**config.mk**
```make
export PLATFORM = sky130hd
export DESIGN_NAME = dsos_top
export DESIGN_NICKNAME = d
export VERILOG_FILES = /design/src/inc/dsos_pkg.sv /design/src/design/dsos_top.sv
export VERILOG_INCLUDE_DIRS = /design/src /design/src/inc
export SDC_FILE = /design/constraint.sdc
export NUM_CORES = 2
export LEC_CHECK = 0
export ABC_AREA = 1
export CAP_MARGIN = 20
export CORE_UTILIZATION = 45
export CTS_CLUSTER_SIZE = 10
export DETAILED_ROUTE_END_ITERATION = 8
export DONT_BUFFER_PORTS = 1
export PLACE_DENSITY = 0.68
export SLEW_MARGIN = 5
export SYNTH_ARGS = -nofsm -noshare
export SYNTH_HDL_FRONTEND = slang
export SYNTH_SLANG_ARGS = --single-unit
```
**constraint.sdc**
```tcl
create_clock -name aclk -period 9.9 [get_ports aclk]
set_input_delay 1.98 -clock aclk [delete_from_list [all_inputs] [get_ports aclk]]
set_output_delay 1.98 -clock aclk [all_outputs]
set_load 0.02 [all_outputs]
```
**src/inc/dsos_defines.svh**
```systemverilog
`ifndef DSOS_DEFINES_SVH
`define DSOS_DEFINES_SVH

// register byte offsets
`define DSOS_ADDR_SEL      8'h00
`define DSOS_ADDR_FDET     8'h04
`define DSOS_ADDR_MAXF     8'h08
`define DSOS_ADDR_THERM    8'h0c
`define DSOS_ADDR_OLOAD    8'h10
`define DSOS_ADDR_STAT     8'h14
`define DSOS_ADDR_CTRL     8'h18

// reset values
`define DSOS_RST_SEL       32'h0000_110c
`define DSOS_RST_FDET      32'h0064_012c
`define DSOS_RST_MAXF      32'h0000_0fa0
`define DSOS_RST_THERM     32'h0096_6400
`define DSOS_RST_OLOAD     32'h3cb4_0a96

// field positions
`define DSOS_F_TERM        4:0
`define DSOS_F_RELAY       12:8
`define DSOS_F_MASK        18:16
`define DSOS_F_RESTART     27:24
`define DSOS_F_LEVEL       15:0
`define DSOS_F_BW          31:16
`define DSOS_F_MAXF        15:0
`define DSOS_B_TH_EN       0
`define DSOS_B_COOL        1
`define DSOS_F_CONT        15:8
`define DSOS_F_ONEMIN      24:16
`define DSOS_F_WLVL        7:0
`define DSOS_F_WTIME       12:8
`define DSOS_B_OL_EN       13
`define DSOS_F_TLVL        23:16
`define DSOS_F_TTIME       29:24
`define DSOS_B_CLR         0

// legal setting ranges, frequency in 0.1 Hz, levels in percent
`define DSOS_SEL_MAX       5'h11
`define DSOS_FREQ_MAX      16'h0fa0
`define DSOS_WLVL_MIN      8'h1e
`define DSOS_WLVL_MAX      8'h96
`define DSOS_WTIME_MAX     5'h1e
`define DSOS_TLVL_MIN      8'h1e
`define DSOS_TLVL_MAX      8'hc8
`define DSOS_TTIME_MAX     6'h3c
`define DSOS_ONEMIN_MIN    9'h032
`define DSOS_ONEMIN_MAX    9'h1c2
`define DSOS_CONT_MIN      8'h32
`define DSOS_CONT_MAX      8'h96

// protection thresholds
`define DSOS_OV_VOLTS      10'h190
`define DSOS_LV_VOLTS      10'h0c8
`define DSOS_DERATE_FREQ   16'h00c8
`define DSOS_THERM_WIN_S   8'h3c

// timing
`define DSOS_CLK_KHZ       40000
`define DSOS_SECOND_MS     1000
`define DSOS_SEC_CYCLES    (`DSOS_SECOND_MS * `DSOS_CLK_KHZ)

// axi responses
`define DSOS_RESP_OKAY     2'h0
`define DSOS_RESP_SLVERR   2'h2

`endif

```
**src/inc/dsos_pkg.sv**
```systemverilog
package dsos_pkg;

	// state flags reported by the drive core
	typedef struct packed {
		logic accelerating;
		logic decelerating;
		logic running;
		logic stopped;
		logic constant_run;
		logic waiting_run;
		logic heatsink_overheat_flag;
		logic command_lost;
		logic drive_overload_flag;
		logic stall;
		logic speed_search;
	} dsos_flags_t;

	// sampled drive quantities
	typedef struct packed {
		logic [15:0] run_freq;
		logic [15:0] set_freq;
		logic [9:0]  current;
		logic [9:0]  dc_volt;
	} dsos_sample_t;

	// latched trips
	typedef struct packed {
		logic ov;
		logic lv;
		logic oh;
		logic ol;
		logic thermal;
	} dsos_trip_t;

endpackage

```
**src/design/dsos_top.sv**
```systemverilog
// Notes on behaviour
// - code 2: output on while |level - run freq| is at most half bandwidth
// - code 3: on at level when accelerating; held above level-bw/2 when decelerating
// - code 4: same detection as code 3 with inverted polarity
// - code 8: output on after dc link above 400 V caused over-voltage trip
// - code 9: output on after dc link fell to 200 V causing low-voltage trip
// - code 10: output on when heatsink overheat protection has tripped
// - code 11: output on while frequency command is lost
// - code 12: output on while run command present and output voltage produced
// - code 13 on while stopped; code 14 on at constant speed
// - code 16: output on while waiting for external run command
// - code 17: output follows fault relay mask, e.g. 2 excludes low-voltage trips
// - mask bit0 low-voltage trip, bit1 other trips, bit2 restart count configured
// - selections take 0..17, defaults 12 terminal and 17 relay
// - level and bandwidth 0..400 Hz, defaults 30 and 10, not above max
// - code 5: current above warning level 30..150 percent, default 150
// - overload trip: current above 30..200 percent for trip time turns output off
// - thermal: time-inverse estimate above one-minute level turns output off
// - continuous level 50..150 never above one-minute level
// - cooling type 0 derates at low speed, 1 is speed independent
`timescale 1ns/1ps
`default_nettype none
`include "dsos_defines.svh"

module dsos_top #(
	parameter int SEC_CYCLES = `DSOS_SEC_CYCLES
) (
	// clock and reset
	input  wire logic                  aclk,
	input  wire logic                  aresetn,
	// axi4-lite write address and data
	input  wire logic [7:0]            awaddr,
	input  wire logic                  awvalid,
	output var  logic                  awready,
	input  wire logic [31:0]           wdata,
	input  wire logic [3:0]            wstrb,
	input  wire logic                  wvalid,
	output var  logic                  wready,
	// axi4-lite write response
	output var  logic [1:0]            bresp,
	output var  logic                  bvalid,
	input  wire logic                  bready,
	// axi4-lite read
	input  wire logic [7:0]            araddr,
	input  wire logic                  arvalid,
	output var  logic                  arready,
	output var  logic [31:0]           rdata,
	output var  logic [1:0]            rresp,
	output var  logic                  rvalid,
	input  wire logic                  rready,
	// drive core
	input  wire logic                  ctrl_tick,
	input  wire dsos_pkg::dsos_sample_t core_sample,
	input  wire dsos_pkg::dsos_flags_t  core_flags,
	// outputs
	output var  logic                  multifunction_terminal,
	output var  logic                  multifunction_relay,
	output var  logic                  output_off,
	output var  logic                  overload_warning_flag
);

	logic [31:0]            reg_sel;
	logic [31:0]            reg_fdet;
	logic [31:0]            reg_maxf;
	logic [31:0]            reg_therm;
	logic [31:0]            reg_oload;
	logic                   aw_full;
	logic                   w_full;
	logic [7:0]             aw_addr;
	logic [31:0]            w_data;
	logic [3:0]             w_strb;
	logic                   commit;
	logic [31:0]            wmask;
	logic [31:0]            old_val;
	logic [31:0]            new_val;
	logic                   wr_ok;
	logic                   trip_clear;
	dsos_pkg::dsos_sample_t smp;
	dsos_pkg::dsos_flags_t  flg;
	dsos_pkg::dsos_trip_t   trip;
	logic                   fdt4;
	logic [17:0]            cond;
	logic [25:0]            sec_cnt;
	logic                   sec_pulse;
	logic [4:0]             warn_cnt;
	logic [5:0]             trip_cnt;
	logic [25:0]            heat_acc;
	logic signed [17:0]     d_lvl;
	logic signed [17:0]     d_set;
	logic [15:0]            abs_lvl;
	logic [15:0]            abs_set;
	logic [15:0]            half_bw;
	logic                   fdt1;
	logic                   fdt3;
	logic [7:0]             eff_cont;
	logic [19:0]            cur_sq;
	logic [19:0]            cont_sq;
	logic [25:0]            heat_limit;
	logic                   any_trip;
	logic                   fault_out;

	// write channels are taken independently, committed once both are held
	assign commit = aw_full && w_full && !bvalid;

	always_ff @(posedge aclk) begin
		if (!aresetn) begin
			awready <= 1'b1;
			aw_full <= 1'b0;
			aw_addr <= 8'h00;
		end else if (awvalid && awready) begin
			awready <= 1'b0;
			aw_full <= 1'b1;
			aw_addr <= awaddr;
		end else if (commit) begin
			aw_full <= 1'b0;
		end else if (bvalid && bready) begin
			awready <= 1'b1;
		end
	end

	always_ff @(posedge aclk) begin
		if (!aresetn) begin
			wready <= 1'b1;
			w_full <= 1'b0;
			w_data <= 32'h0000_0000;
			w_strb <= 4'h0;
		end else if (wvalid && wready) begin
			wready <= 1'b0;
			w_full <= 1'b1;
			w_data <= wdata;
			w_strb <= wstrb;
		end else if (commit) begin
			w_full <= 1'b0;
		end else if (bvalid && bready) begin
			wready <= 1'b1;
		end
	end

	// byte-lane merge and range check; an illegal value is refused whole
	always_comb begin
		wmask = {{8{w_strb[3]}}, {8{w_strb[2]}}, {8{w_strb[1]}}, {8{w_strb[0]}}};
		old_val = 32'h0000_0000;
		wr_ok = 1'b0;
		if (aw_addr == `DSOS_ADDR_SEL) begin
			old_val = reg_sel;
		end else if (aw_addr == `DSOS_ADDR_FDET) begin
			old_val = reg_fdet;
		end else if (aw_addr == `DSOS_ADDR_MAXF) begin
			old_val = reg_maxf;
		end else if (aw_addr == `DSOS_ADDR_THERM) begin
			old_val = reg_therm;
		end else if (aw_addr == `DSOS_ADDR_OLOAD) begin
			old_val = reg_oload;
		end
		new_val = (old_val & ~wmask) | (w_data & wmask);
		if (aw_addr == `DSOS_ADDR_SEL) begin
			wr_ok = (new_val[`DSOS_F_TERM] <= `DSOS_SEL_MAX) &&
				(new_val[`DSOS_F_RELAY] <= `DSOS_SEL_MAX);
		end else if (aw_addr == `DSOS_ADDR_FDET) begin
			wr_ok = (new_val[`DSOS_F_LEVEL] <= reg_maxf[`DSOS_F_MAXF]) &&
				(new_val[`DSOS_F_BW] <= reg_maxf[`DSOS_F_MAXF]);
		end else if (aw_addr == `DSOS_ADDR_MAXF) begin
			// lowering the ceiling below a held level would break that level
			wr_ok = (new_val[`DSOS_F_MAXF] <= `DSOS_FREQ_MAX) &&
				(new_val[`DSOS_F_MAXF] >= reg_fdet[`DSOS_F_LEVEL]) &&
				(new_val[`DSOS_F_MAXF] >= reg_fdet[`DSOS_F_BW]);
		end else if (aw_addr == `DSOS_ADDR_THERM) begin
			wr_ok = (new_val[`DSOS_F_ONEMIN] >= `DSOS_ONEMIN_MIN) &&
				(new_val[`DSOS_F_ONEMIN] <= `DSOS_ONEMIN_MAX) &&
				(new_val[`DSOS_F_CONT] >= `DSOS_CONT_MIN) &&
				(new_val[`DSOS_F_CONT] <= `DSOS_CONT_MAX) &&
				({1'b0, new_val[`DSOS_F_CONT]} <= new_val[`DSOS_F_ONEMIN]);
		end else if (aw_addr == `DSOS_ADDR_OLOAD) begin
			wr_ok = (new_val[`DSOS_F_WLVL] >= `DSOS_WLVL_MIN) &&
				(new_val[`DSOS_F_WLVL] <= `DSOS_WLVL_MAX) &&
				(new_val[`DSOS_F_WTIME] <= `DSOS_WTIME_MAX) &&
				(new_val[`DSOS_F_TLVL] >= `DSOS_TLVL_MIN) &&
				(new_val[`DSOS_F_TLVL] <= `DSOS_TLVL_MAX) &&
				(new_val[`DSOS_F_TTIME] <= `DSOS_TTIME_MAX);
		end else if (aw_addr == `DSOS_ADDR_CTRL) begin
			wr_ok = 1'b1;
		end
	end

	// configuration registers
	always_ff @(posedge aclk) begin
		if (!aresetn) begin
			reg_sel   <= `DSOS_RST_SEL;
			reg_fdet  <= `DSOS_RST_FDET;
			reg_maxf  <= `DSOS_RST_MAXF;
			reg_therm <= `DSOS_RST_THERM;
			reg_oload <= `DSOS_RST_OLOAD;
		end else if (commit && wr_ok) begin
			if (aw_addr == `DSOS_ADDR_SEL) begin
				reg_sel <= new_val & 32'h0f07_1f1f;
			end else if (aw_addr == `DSOS_ADDR_FDET) begin
				reg_fdet <= new_val;
			end else if (aw_addr == `DSOS_ADDR_MAXF) begin
				reg_maxf <= new_val & 32'h0000_ffff;
			end else if (aw_addr == `DSOS_ADDR_THERM) begin
				reg_therm <= new_val & 32'h01ff_ff03;
			end else if (aw_addr == `DSOS_ADDR_OLOAD) begin
				reg_oload <= new_val & 32'h3fff_3fff;
			end
		end
	end

	// write response one cycle after both halves are held
	always_ff @(posedge aclk) begin
		if (!aresetn) begin
			bvalid     <= 1'b0;
			bresp      <= `DSOS_RESP_OKAY;
			trip_clear <= 1'b0;
		end else begin
			trip_clear <= commit && wr_ok && (aw_addr == `DSOS_ADDR_CTRL) &&
				w_strb[0] && w_data[`DSOS_B_CLR];
			if (commit) begin
				bvalid <= 1'b1;
				bresp  <= wr_ok ? `DSOS_RESP_OKAY : `DSOS_RESP_SLVERR;
			end else if (bvalid && bready) begin
				bvalid <= 1'b0;
			end
		end
	end

	// read channel, answer one cycle after the address is taken
	always_ff @(posedge aclk) begin
		if (!aresetn) begin
			arready <= 1'b1;
			rvalid  <= 1'b0;
			rdata   <= 32'h0000_0000;
			rresp   <= `DSOS_RESP_OKAY;
		end else if (arvalid && arready) begin
			arready <= 1'b0;
			rvalid  <= 1'b1;
			rresp   <= `DSOS_RESP_OKAY;
			if (araddr == `DSOS_ADDR_SEL) begin
				rdata <= reg_sel;
			end else if (araddr == `DSOS_ADDR_FDET) begin
				rdata <= reg_fdet;
			end else if (araddr == `DSOS_ADDR_MAXF) begin
				rdata <= reg_maxf;
			end else if (araddr == `DSOS_ADDR_THERM) begin
				rdata <= reg_therm;
			end else if (araddr == `DSOS_ADDR_OLOAD) begin
				rdata <= reg_oload;
			end else if (araddr == `DSOS_ADDR_STAT) begin
				rdata <= {5'h00, multifunction_relay, multifunction_terminal, trip,
					2'h0, cond};
			end else if (araddr == `DSOS_ADDR_CTRL) begin
				rdata <= 32'h0000_0000;
			end else begin
				rdata <= 32'h0000_0000;
				rresp <= `DSOS_RESP_SLVERR;
			end
		end else if (rvalid && rready) begin
			rvalid  <= 1'b0;
			arready <= 1'b1;
		end
	end

	// sample the core only on its tick so every condition sees one snapshot
	always_ff @(posedge aclk) begin
		if (!aresetn) begin
			smp <= '0;
			flg <= '0;
		end else if (ctrl_tick) begin
			smp <= core_sample;
			flg <= core_flags;
		end
	end

	// frequency detection arithmetic, all in 0.1 Hz
	always_comb begin
		half_bw = {1'b0, reg_fdet[31:17]};
		d_lvl   = $signed({2'b00, reg_fdet[`DSOS_F_LEVEL]}) - $signed({2'b00, smp.run_freq});
		d_set   = $signed({2'b00, smp.set_freq}) - $signed({2'b00, smp.run_freq});
		abs_lvl = d_lvl[17] ? 16'(-d_lvl) : d_lvl[15:0];
		abs_set = d_set[17] ? 16'(-d_set) : d_set[15:0];
		fdt3    = abs_lvl <= half_bw;
		fdt1    = abs_set <= half_bw;
	end

	// hysteretic detector: level on the way up, level minus half band on the way down
	always_ff @(posedge aclk) begin
		if (!aresetn) begin
			fdt4 <= 1'b0;
		end else if (flg.accelerating) begin
			fdt4 <= smp.run_freq >= reg_fdet[`DSOS_F_LEVEL];
		end else if (flg.decelerating) begin
			fdt4 <= $signed({2'b00, smp.run_freq}) >
				$signed({2'b00, reg_fdet[`DSOS_F_LEVEL]}) - $signed({2'b00, half_bw});
		end
	end

	// one-second time base for warning, trip and thermal timers
	assign sec_pulse = sec_cnt == 26'(SEC_CYCLES - 1);

	always_ff @(posedge aclk) begin
		if (!aresetn) begin
			sec_cnt <= 26'h000_0000;
		end else if (sec_pulse) begin
			sec_cnt <= 26'h000_0000;
		end else begin
			sec_cnt <= sec_cnt + 26'h000_0001;
		end
	end

	// overload warning: current above level for the warning time
	always_ff @(posedge aclk) begin
		if (!aresetn) begin
			warn_cnt              <= 5'h00;
			overload_warning_flag <= 1'b0;
		end else if (smp.current <= {2'h0, reg_oload[`DSOS_F_WLVL]}) begin
			warn_cnt              <= 5'h00;
			overload_warning_flag <= 1'b0;
		end else begin
			if (sec_pulse && warn_cnt != 5'h1f) begin
				warn_cnt <= warn_cnt + 5'h01;
			end
			overload_warning_flag <= warn_cnt >= reg_oload[`DSOS_F_WTIME];
		end
	end

	// overload trip timer
	always_ff @(posedge aclk) begin
		if (!aresetn) begin
			trip_cnt <= 6'h00;
		end else if (!reg_oload[`DSOS_B_OL_EN] ||
				smp.current <= {2'h0, reg_oload[`DSOS_F_TLVL]}) begin
			trip_cnt <= 6'h00;
		end else if (sec_pulse && trip_cnt != 6'h3f) begin
			trip_cnt <= trip_cnt + 6'h01;
		end
	end

	// thermal model: heat grows with i^2 - ic^2, limit is one minute at the 1-min level
	always_comb begin
		eff_cont = reg_therm[`DSOS_F_CONT];
		if (!reg_therm[`DSOS_B_COOL] && smp.run_freq < `DSOS_DERATE_FREQ) begin
			// shaft fan loses airflow at low speed, so allow only three quarters
			eff_cont = reg_therm[`DSOS_F_CONT] - {2'h0, reg_therm[15:10]};
		end
		cur_sq     = smp.current * smp.current;
		cont_sq    = 20'(eff_cont * eff_cont);
		heat_limit = 26'((reg_therm[`DSOS_F_ONEMIN] * reg_therm[`DSOS_F_ONEMIN] -
			reg_therm[`DSOS_F_CONT] * reg_therm[`DSOS_F_CONT]) * `DSOS_THERM_WIN_S);
	end

	always_ff @(posedge aclk) begin
		if (!aresetn || !reg_therm[`DSOS_B_TH_EN]) begin
			heat_acc <= 26'h000_0000;
		end else if (sec_pulse) begin
			if (cur_sq > cont_sq) begin
				heat_acc <= (heat_acc > 26'h3ff_ffff - {6'h00, cur_sq - cont_sq}) ?
					26'h3ff_ffff : heat_acc + {6'h00, cur_sq - cont_sq};
			end else if (heat_acc > {6'h00, cont_sq - cur_sq}) begin
				heat_acc <= heat_acc - {6'h00, cont_sq - cur_sq};
			end else begin
				heat_acc <= 26'h000_0000;
			end
		end
	end

	// sticky trips; a new trip in the clearing cycle survives the clear
	always_ff @(posedge aclk) begin
		if (!aresetn) begin
			trip <= '0;
		end else begin
			trip.ov <= (trip.ov && !trip_clear) || smp.dc_volt > `DSOS_OV_VOLTS;
			trip.lv <= (trip.lv && !trip_clear) || smp.dc_volt <= `DSOS_LV_VOLTS;
			trip.oh <= (trip.oh && !trip_clear) || flg.heatsink_overheat_flag;
			trip.ol <= (trip.ol && !trip_clear) || (reg_oload[`DSOS_B_OL_EN] &&
				trip_cnt >= reg_oload[`DSOS_F_TTIME] &&
				smp.current > {2'h0, reg_oload[`DSOS_F_TLVL]});
			trip.thermal <= (trip.thermal && !trip_clear) ||
				(reg_therm[`DSOS_B_TH_EN] && cur_sq > cont_sq &&
				heat_acc >= heat_limit);
		end
	end

	// fault relay mask decode
	always_comb begin
		any_trip  = |trip;
		fault_out = (reg_sel[16] && trip.lv) ||
			(reg_sel[17] && (trip.ov || trip.oh || trip.ol || trip.thermal)) ||
			(reg_sel[18] && reg_sel[`DSOS_F_RESTART] != 4'h0 && any_trip);
	end

	// condition vector indexed by selection code
	always_comb begin
		cond[0]  = fdt1;
		cond[1]  = fdt1 && smp.set_freq == reg_fdet[`DSOS_F_LEVEL];
		cond[2]  = fdt3;
		cond[3]  = fdt4;
		cond[4]  = !fdt4;
		cond[5]  = overload_warning_flag;
		cond[6]  = flg.drive_overload_flag;
		cond[7]  = flg.stall;
		cond[8]  = trip.ov;
		cond[9]  = trip.lv;
		cond[10] = trip.oh;
		cond[11] = flg.command_lost;
		cond[12] = flg.running;
		cond[13] = flg.stopped;
		cond[14] = flg.constant_run;
		cond[15] = flg.speed_search;
		cond[16] = flg.waiting_run;
		cond[17] = fault_out;
	end

	// outputs registered one edge after the conditions settle
	always_ff @(posedge aclk) begin
		if (!aresetn) begin
			multifunction_terminal <= 1'b0;
			multifunction_relay    <= 1'b0;
			output_off             <= 1'b0;
		end else begin
			multifunction_terminal <= cond[reg_sel[`DSOS_F_TERM]];
			multifunction_relay    <= cond[reg_sel[`DSOS_F_RELAY]];
			output_off             <= any_trip;
		end
	end

endmodule

`default_nettype wire

```
* After elaboration in Yosys (flattened, before gate mapping) *
Index checks and enable logic that the tools add are counted.

storage, ports and cells
  register bits after elaboration = 336
  input bits = 123
  word-level logic and storage cells = 261

operators by class
  equality and inequality tests = 17
  bitwise gates (word level) = 9
  $add $sub $neg = 15
  mux-type cells = 50
  multipliers = 5
  magnitude comparators = 36
  reduce and logical (&&, ||, !) cells = 81

operator list
  cell                     number
  $mux W30                 6
  $mux W32                 4
  $mux W26                 3
  $and A32 B32 Y32         2
  $ge A16 B16 Y1           3
  $logic_and A1 B1 Y1      41
  $eq A8 B5 Y1 const B     5
  $sub A16 B16 Y17         2
  $eq A8 B4 Y1 const B     4
  $le A16 B15 Y1           2
  $le A16 B16 Y1           2
  $mul A8 B8 Y16           2
  $mux W16                 2
  $neg A16 Y16             2
  $not A32 Y32             1
  $or A32 B32 Y32          1
  $mux W27                 1
  $add A26 B1 Y26 const B  1
  $add A26 B20 Y26         1
  $eq A26 B26 Y1 const B   1
  $ge A26 B26 Y1           1
  $gt A26 B20 Y1           1
  $gt A26 B26 Y1           1
  $mul A26 B4 Y24 const B  1
  52 further kinds         123

* Depth between registers and ports, before layout *
  depth in word-level cells = 23
  depth in mapped cells = 56

* Least setup slack after synthesis *
OpenSTA, ideal clock, no wires.

  kind = register to register
  start point = register reg_therm[13]
  end point = register heat_acc[21]
  data arrival time = 8,847 ps
  period minus slack after synthesis = 8,918 ps
  path buffers = 3
  stages on the path, launching flop included = 52
  slack = 982 ps
  cells stage by stage = dfxtp_1 > clkbuf_1 > inv_1 > ha_1 > a21oi_1 > inv_1 > a31oi_1 > o21ai_0 > nand2_1 > nand3_1 > xor2_1 > clkinv_1 > nor2_1 > inv_1 > fa_1 > xor2_1 > xor2_1 > fa_1 > (+16 left out) > a21oi_1 > o21ai_0 > a21oi_1 > or2_2 > ha_1 > nand2_1 > nor2_1 > nor2_1 > inv_1 > a21oi_1 > inv_1 > nand3_1 > a41oi_2 > clkbuf_1 > nand2_1 > o211ai_1 > nand3_1 > a21oi_1

on the way
  longest elaborated chain between the ends = 8

ends and longest elaborated chain
  what                      line                              text
  start: declaration        dsos_top.sv:65                    logic [31:0] reg_therm;
  start signal: assignment  dsos_top.sv:191                   reg_therm <= `DSOS_RST_THERM;
  start signal: assignment  dsos_top.sv:201                   reg_therm <= new_val & 32'h01ff_ff03;
  $sub A8 B6 Y8             dsos_top.sv:342                   eff_cont = reg_therm[`DSOS_F_CONT] - {2'h0, reg_therm[15:10]};
  $mux W8 *                 dsos_top.sv:340                   if (!reg_therm[`DSOS_B_COOL] && smp.run_freq < `DSOS_DERATE_FREQ) begin
  $mul A8 B8 Y16 *          dsos_top.sv:345                   cont_sq = 20'(eff_cont * eff_cont);
  $sub A20 B16 Y20          dsos_top.sv:355, dsos_top.sv:356
  $sub A1 B21 Y22           dsos_top.sv:355                   heat_acc <= (heat_acc > 26'h3ff_ffff - {6'h00, cur_sq - cont_sq}) ?
  $gt A26 B26 Y1            dsos_top.sv:355
  $mux W26                  dsos_top.sv:355
  $mux W26 *                dsos_top.sv:354                   if (cur_sq > cont_sq) begin
  end signal: assignment    dsos_top.sv:355
  end signal: assignment    dsos_top.sv:358                   heat_acc <= heat_acc - {6'h00, cont_sq - cur_sq};
  end: declaration          dsos_top.sv:87                    logic [25:0] heat_acc;

Mark *: on every way between the ends. The rest lies on a longest branch, timed or not.
A chain may end at the register's enable or synchronous reset.

* Worst setup path in the final report *
  start point = register reg_therm[23]
  end point = register trip[0] in the netlist's numbering

on the way
  longest elaborated chain between the ends = 6

ends and longest elaborated chain
  what                       line             text
  $mul A9 B9 Y18             dsos_top.sv:346  heat_limit = 26'((reg_therm[`DSOS_F_ONEMIN] * reg_therm[`DSOS_F_ONEMIN] -
  $sub A18 B16 Y19           dsos_top.sv:346
  $mul A26 B4 Y24 (no line)  --
  $ge A26 B26 Y1             dsos_top.sv:378  heat_acc >= heat_limit);
  $logic_and A1 B1 Y1        dsos_top.sv:377  (reg_therm[`DSOS_B_TH_EN] && cur_sq > cont_sq &&
  $logic_or A1 B1 Y1         dsos_top.sv:376  trip.thermal <= (trip.thermal && !trip_clear) ||
  end: declaration           dsos_top.sv:80   dsos_pkg::dsos_trip_t trip;

No other way between the ends.

==> results.sh <==
export IMPL_outcome="finished, final reports clean"
export IMPL_cts_buffer_depth=3
export IMPL_synthTopCellsByArea="dfxtp_1 18%, ha_1 16%, nand2_1 11%"
export IMPL_final_nets=6138
export IMPL_drt_iter0_drc=3198
export IMPL_grt_max_degree=227
export IMPL_grt_ovfl_total=0
export IMPL_synth_distinct_cells=76
export IMPL_cts_sinks=334
export IMPL_post_route_period_util=0.931
export IMPL_combPwrFrac=0.578
export IMPL_clock_latency_ps=630
export IMPL_cp_end_kind="flop"
export IMPL_ant_nets=0
export IMPL_power_density_nw_per_um2=183
export IMPL_vias=36078
export IMPL_wl_per_cell_um=19.6
export IMPL_clk_pin_slew_ps=60
export IMPL_cpPeakStageDelay_ps=540
export IMPL_p_leak_uw=0.0205
export IMPL_synthCells=5414
export IMPL_crit_fanout=9
export IMPL_cts_tree="built"
export IMPL_start_util=0.455
export IMPL_p_int_uw=3810
export IMPL_port_buffers=0
export IMPL_p_sw_uw=3530
export IMPL_ys_seq_area_frac=0.179
export IMPL_hold_path_class="reg2reg"
export IMPL_placed_area_sq_um=38300
export IMPL_holdWs_ps=455
export IMPL_synth_warnings=0
export IMPL_fin_total_pwr_uw=7340
export IMPL_crit_slowest_cell="fa_1"
export IMPL_drc=0
export IMPL_pwr_share_clk=0.223
export IMPL_async_flop_share=0
export IMPL_synth_seq_cells=334
export IMPL_multi_input_area_sq_um=26500
export IMPL_fin_worst_skew_ps=49.2
export IMPL_htree_levels=2
export IMPL_setup_ws_ps=683
export IMPL_relSlewSlack=0.262
export IMPL_drv_cap=0
export IMPL_cts_inserted_buffers=44
export IMPL_grt_pass1_wl_um=196000
export IMPL_synthFlopType="dfxtp_1"
export IMPL_grt_pass1_vias=34380
export IMPL_synth_edf_count=0
export IMPL_drt_first_pass_iters=8
export IMPL_num_fill_cells=8275
export IMPL_routabilityCongestion=1.03
export IMPL_hold_buffers=0
export IMPL_final_hold_viol_count=0
export IMPL_die_y_um=290
export IMPL_cts_root_buf="clkbuf_16"
export IMPL_areaGrowthSynthToFinish_pct=7.07
export IMPL_die_area_sq_um=84100
export IMPL_grt_total_usage=0.295
export IMPL_drv_slew=0
export IMPL_cp_required_ps=10390
export IMPL_avgSynthCellArea_sq_um=6.90
export IMPL_totalWireLength_um=126000
export IMPL_fin_crit_ps=9220
export IMPL_dieWidth_um=290
export IMPL_dp_slack_ps=353
export IMPL_io_pins=168
export IMPL_regArea_sq_um=6690
export IMPL_fp_coreArea_sq_um=82100
export IMPL_place_hpwl_um=99000
export IMPL_viasPerCell=5.60
export IMPL_max_freq_mhz=108
export IMPL_ir_drop_mv=0.235
export IMPL_pwr_share_seq=0.199
export IMPL_report_final_setup_viol=0
export IMPL_synth_top_cell_by_area="dfxtp_1"
export IMPL_cp_data_arrival_time_ps=9710
export IMPL_sw_frac_of_total=0.481
export IMPL_synth_area_sq_um=37300
export IMPL_path_common_cell="fa_1"
export IMPL_fin_area_sq_um=40000
export IMPL_antenna_found_initial=2
export IMPL_fp_row_count=105
export IMPL_worst_slew_pin_transition_ps=1100
export IMPL_fin_util=0.487
export IMPL_yosysTopAreaCellShare=0.179
export IMPL_drive_above_1_share=0.0464
export IMPL_worstSetupStartpointType="flop"
export IMPL_criticalPathCategory="reg2reg"
## synth_stat cells (26+ instances only)
cell / count
o21a_1: 26
o211ai_1: 46
ha_1: 475
inv_1: 901
o22ai_1: 26
o21ai_1: 33
nor3_1: 59
xor2_1: 128
nand3_1: 242
nand4_1: 113
nor2_1: 521
a21oi_1: 442
o221ai_1: 33
dfxtp_1: 334
nand2_1: 1072
fa_1: 197
clkbuf_1: 125
o21ai_0: 262
xnor2_1: 79
## critical path, delay by kind of cell, from the launching register on
| family | cells | cell delay, ps |
|---|---|---|
| buf+inv | 7 | 650 |
| xor+xnor | 2 | 400 |
| simple gates | 13 | 1150 |
| compound gates | 9 | 1470 |
| flops | 1 | 390 |
| fa+ha+maj | 11 | 5010 |
## per-layer routing
| metal | part of all wire | vias to the layer above | global-route usage |
|---|---|---|---|
| li1 | - | 17471 | - |
| met1 | 0.41 | 16737 | 0.373 |
| met2 | 0.44 | 1479 | 0.475 |
| met3 | 0.082 | 391 | 0.0544 |
| met4 | 0.063 | 0 | 0.158 |
| met5 | 0 | - | 0 |
## layout make-up
cell class | count | share of cell area
diodes | 2 | 0.000125
clock buffers | 56 | 0.0299
clock inverters | 13 | 0.00538
inverters | 928 | 0.0871
multi-input cells | 3974 | 0.664
flip-flops and latches | 334 | 0.167
well taps | 1070 | 0.0335
repair buffers | 61 | 0.0126
## placed cells by master (no fill, tap or decap), drive strengths merged, types with 13 or more instances in the layout
cell,netlist,layout
o21ai,303,303
a31oi,13,13
dfxtp,334,334
o21a,26,26
nand4,114,114
nor3,60,60
fa,197,197
o22ai,27,27
a211oi,13,13
o21bai,19,19
xnor2,79,79
nor2,529,529
o221ai,34,34
or2,16,16
ha,475,475
clkbuf,125,56
a21oi,444,444
buf,54,61
clkinv,8,13
xor2,128,128
nor4,21,21
nand2,1085,1085
inv,920,923
a21o,14,14
nand3,248,248
o211ai,46,46
## sequential cells by signal, indices dropped and copies added, names as in the netlist, 11 cells and up
signal / count
cond: 11
sec_cnt: 26
smp: 52
reg_fdet: 32
reg_therm: 19
reg_oload: 28
heat_acc: 26
reg_sel: 17
w_data: 32
reg_maxf: 16
rdata: 32
## worst paths after layout
check | startpoint | to | slack [ps] | cells past startpoint
worst max-delay path | reg_therm[23] | trip[0] | 680 | 42
worst min-delay path | sec_cnt[0] | sec_cnt[0] | 460 | 1
worst min register to register | sec_cnt[0] | sec_cnt[0] | 460 | 1
worst max register to register | reg_therm[23] | trip[0] | 680 | 42
## repair_timing
action / CTS / global route
endpoints found under the setup margin: 0 / 27
resized for setup: 0 / 47
buffers inserted: 0 / 3
## stage by stage
stage	cells	setup TNS (ps)
floorplan	5415	0
global placement	6362	0
detailed placement	6362	0
CTS	6431	0
global route	6437	-5.30
finish	6438	0
## logic make-up after synthesis
| family | Yosys count | share of synthesized area |
|---|---|---|
| adders and majority gates | 672 | 0.265 |
| AOI/OAI and AO/OA | 1000 | 0.154 |
| muxes | 2 | 0.000570 |
| buffers and inverters | 1107 | 0.116 |
| and+or+nand+nor | 2091 | 0.237 |
| other | 1 | 0.000100 |
| xor gates and xnor gates | 207 | 0.0486 |
| DFF | 334 | 0.179 |
## power by group through the flow
stage          sequential (uW)  combinational (uW)  clock, uW
5_1_grt                   1460                4750       1710
6_report                  1460                4240       1640
2_1_floorplan             1450                3160          0
3_5_place_dp              1490                4120          0
4_1_cts                   1460                4130       1650
3_3_place_gp              1490                4090          0
No activity file was read; power rests on OpenSTA's default activity.
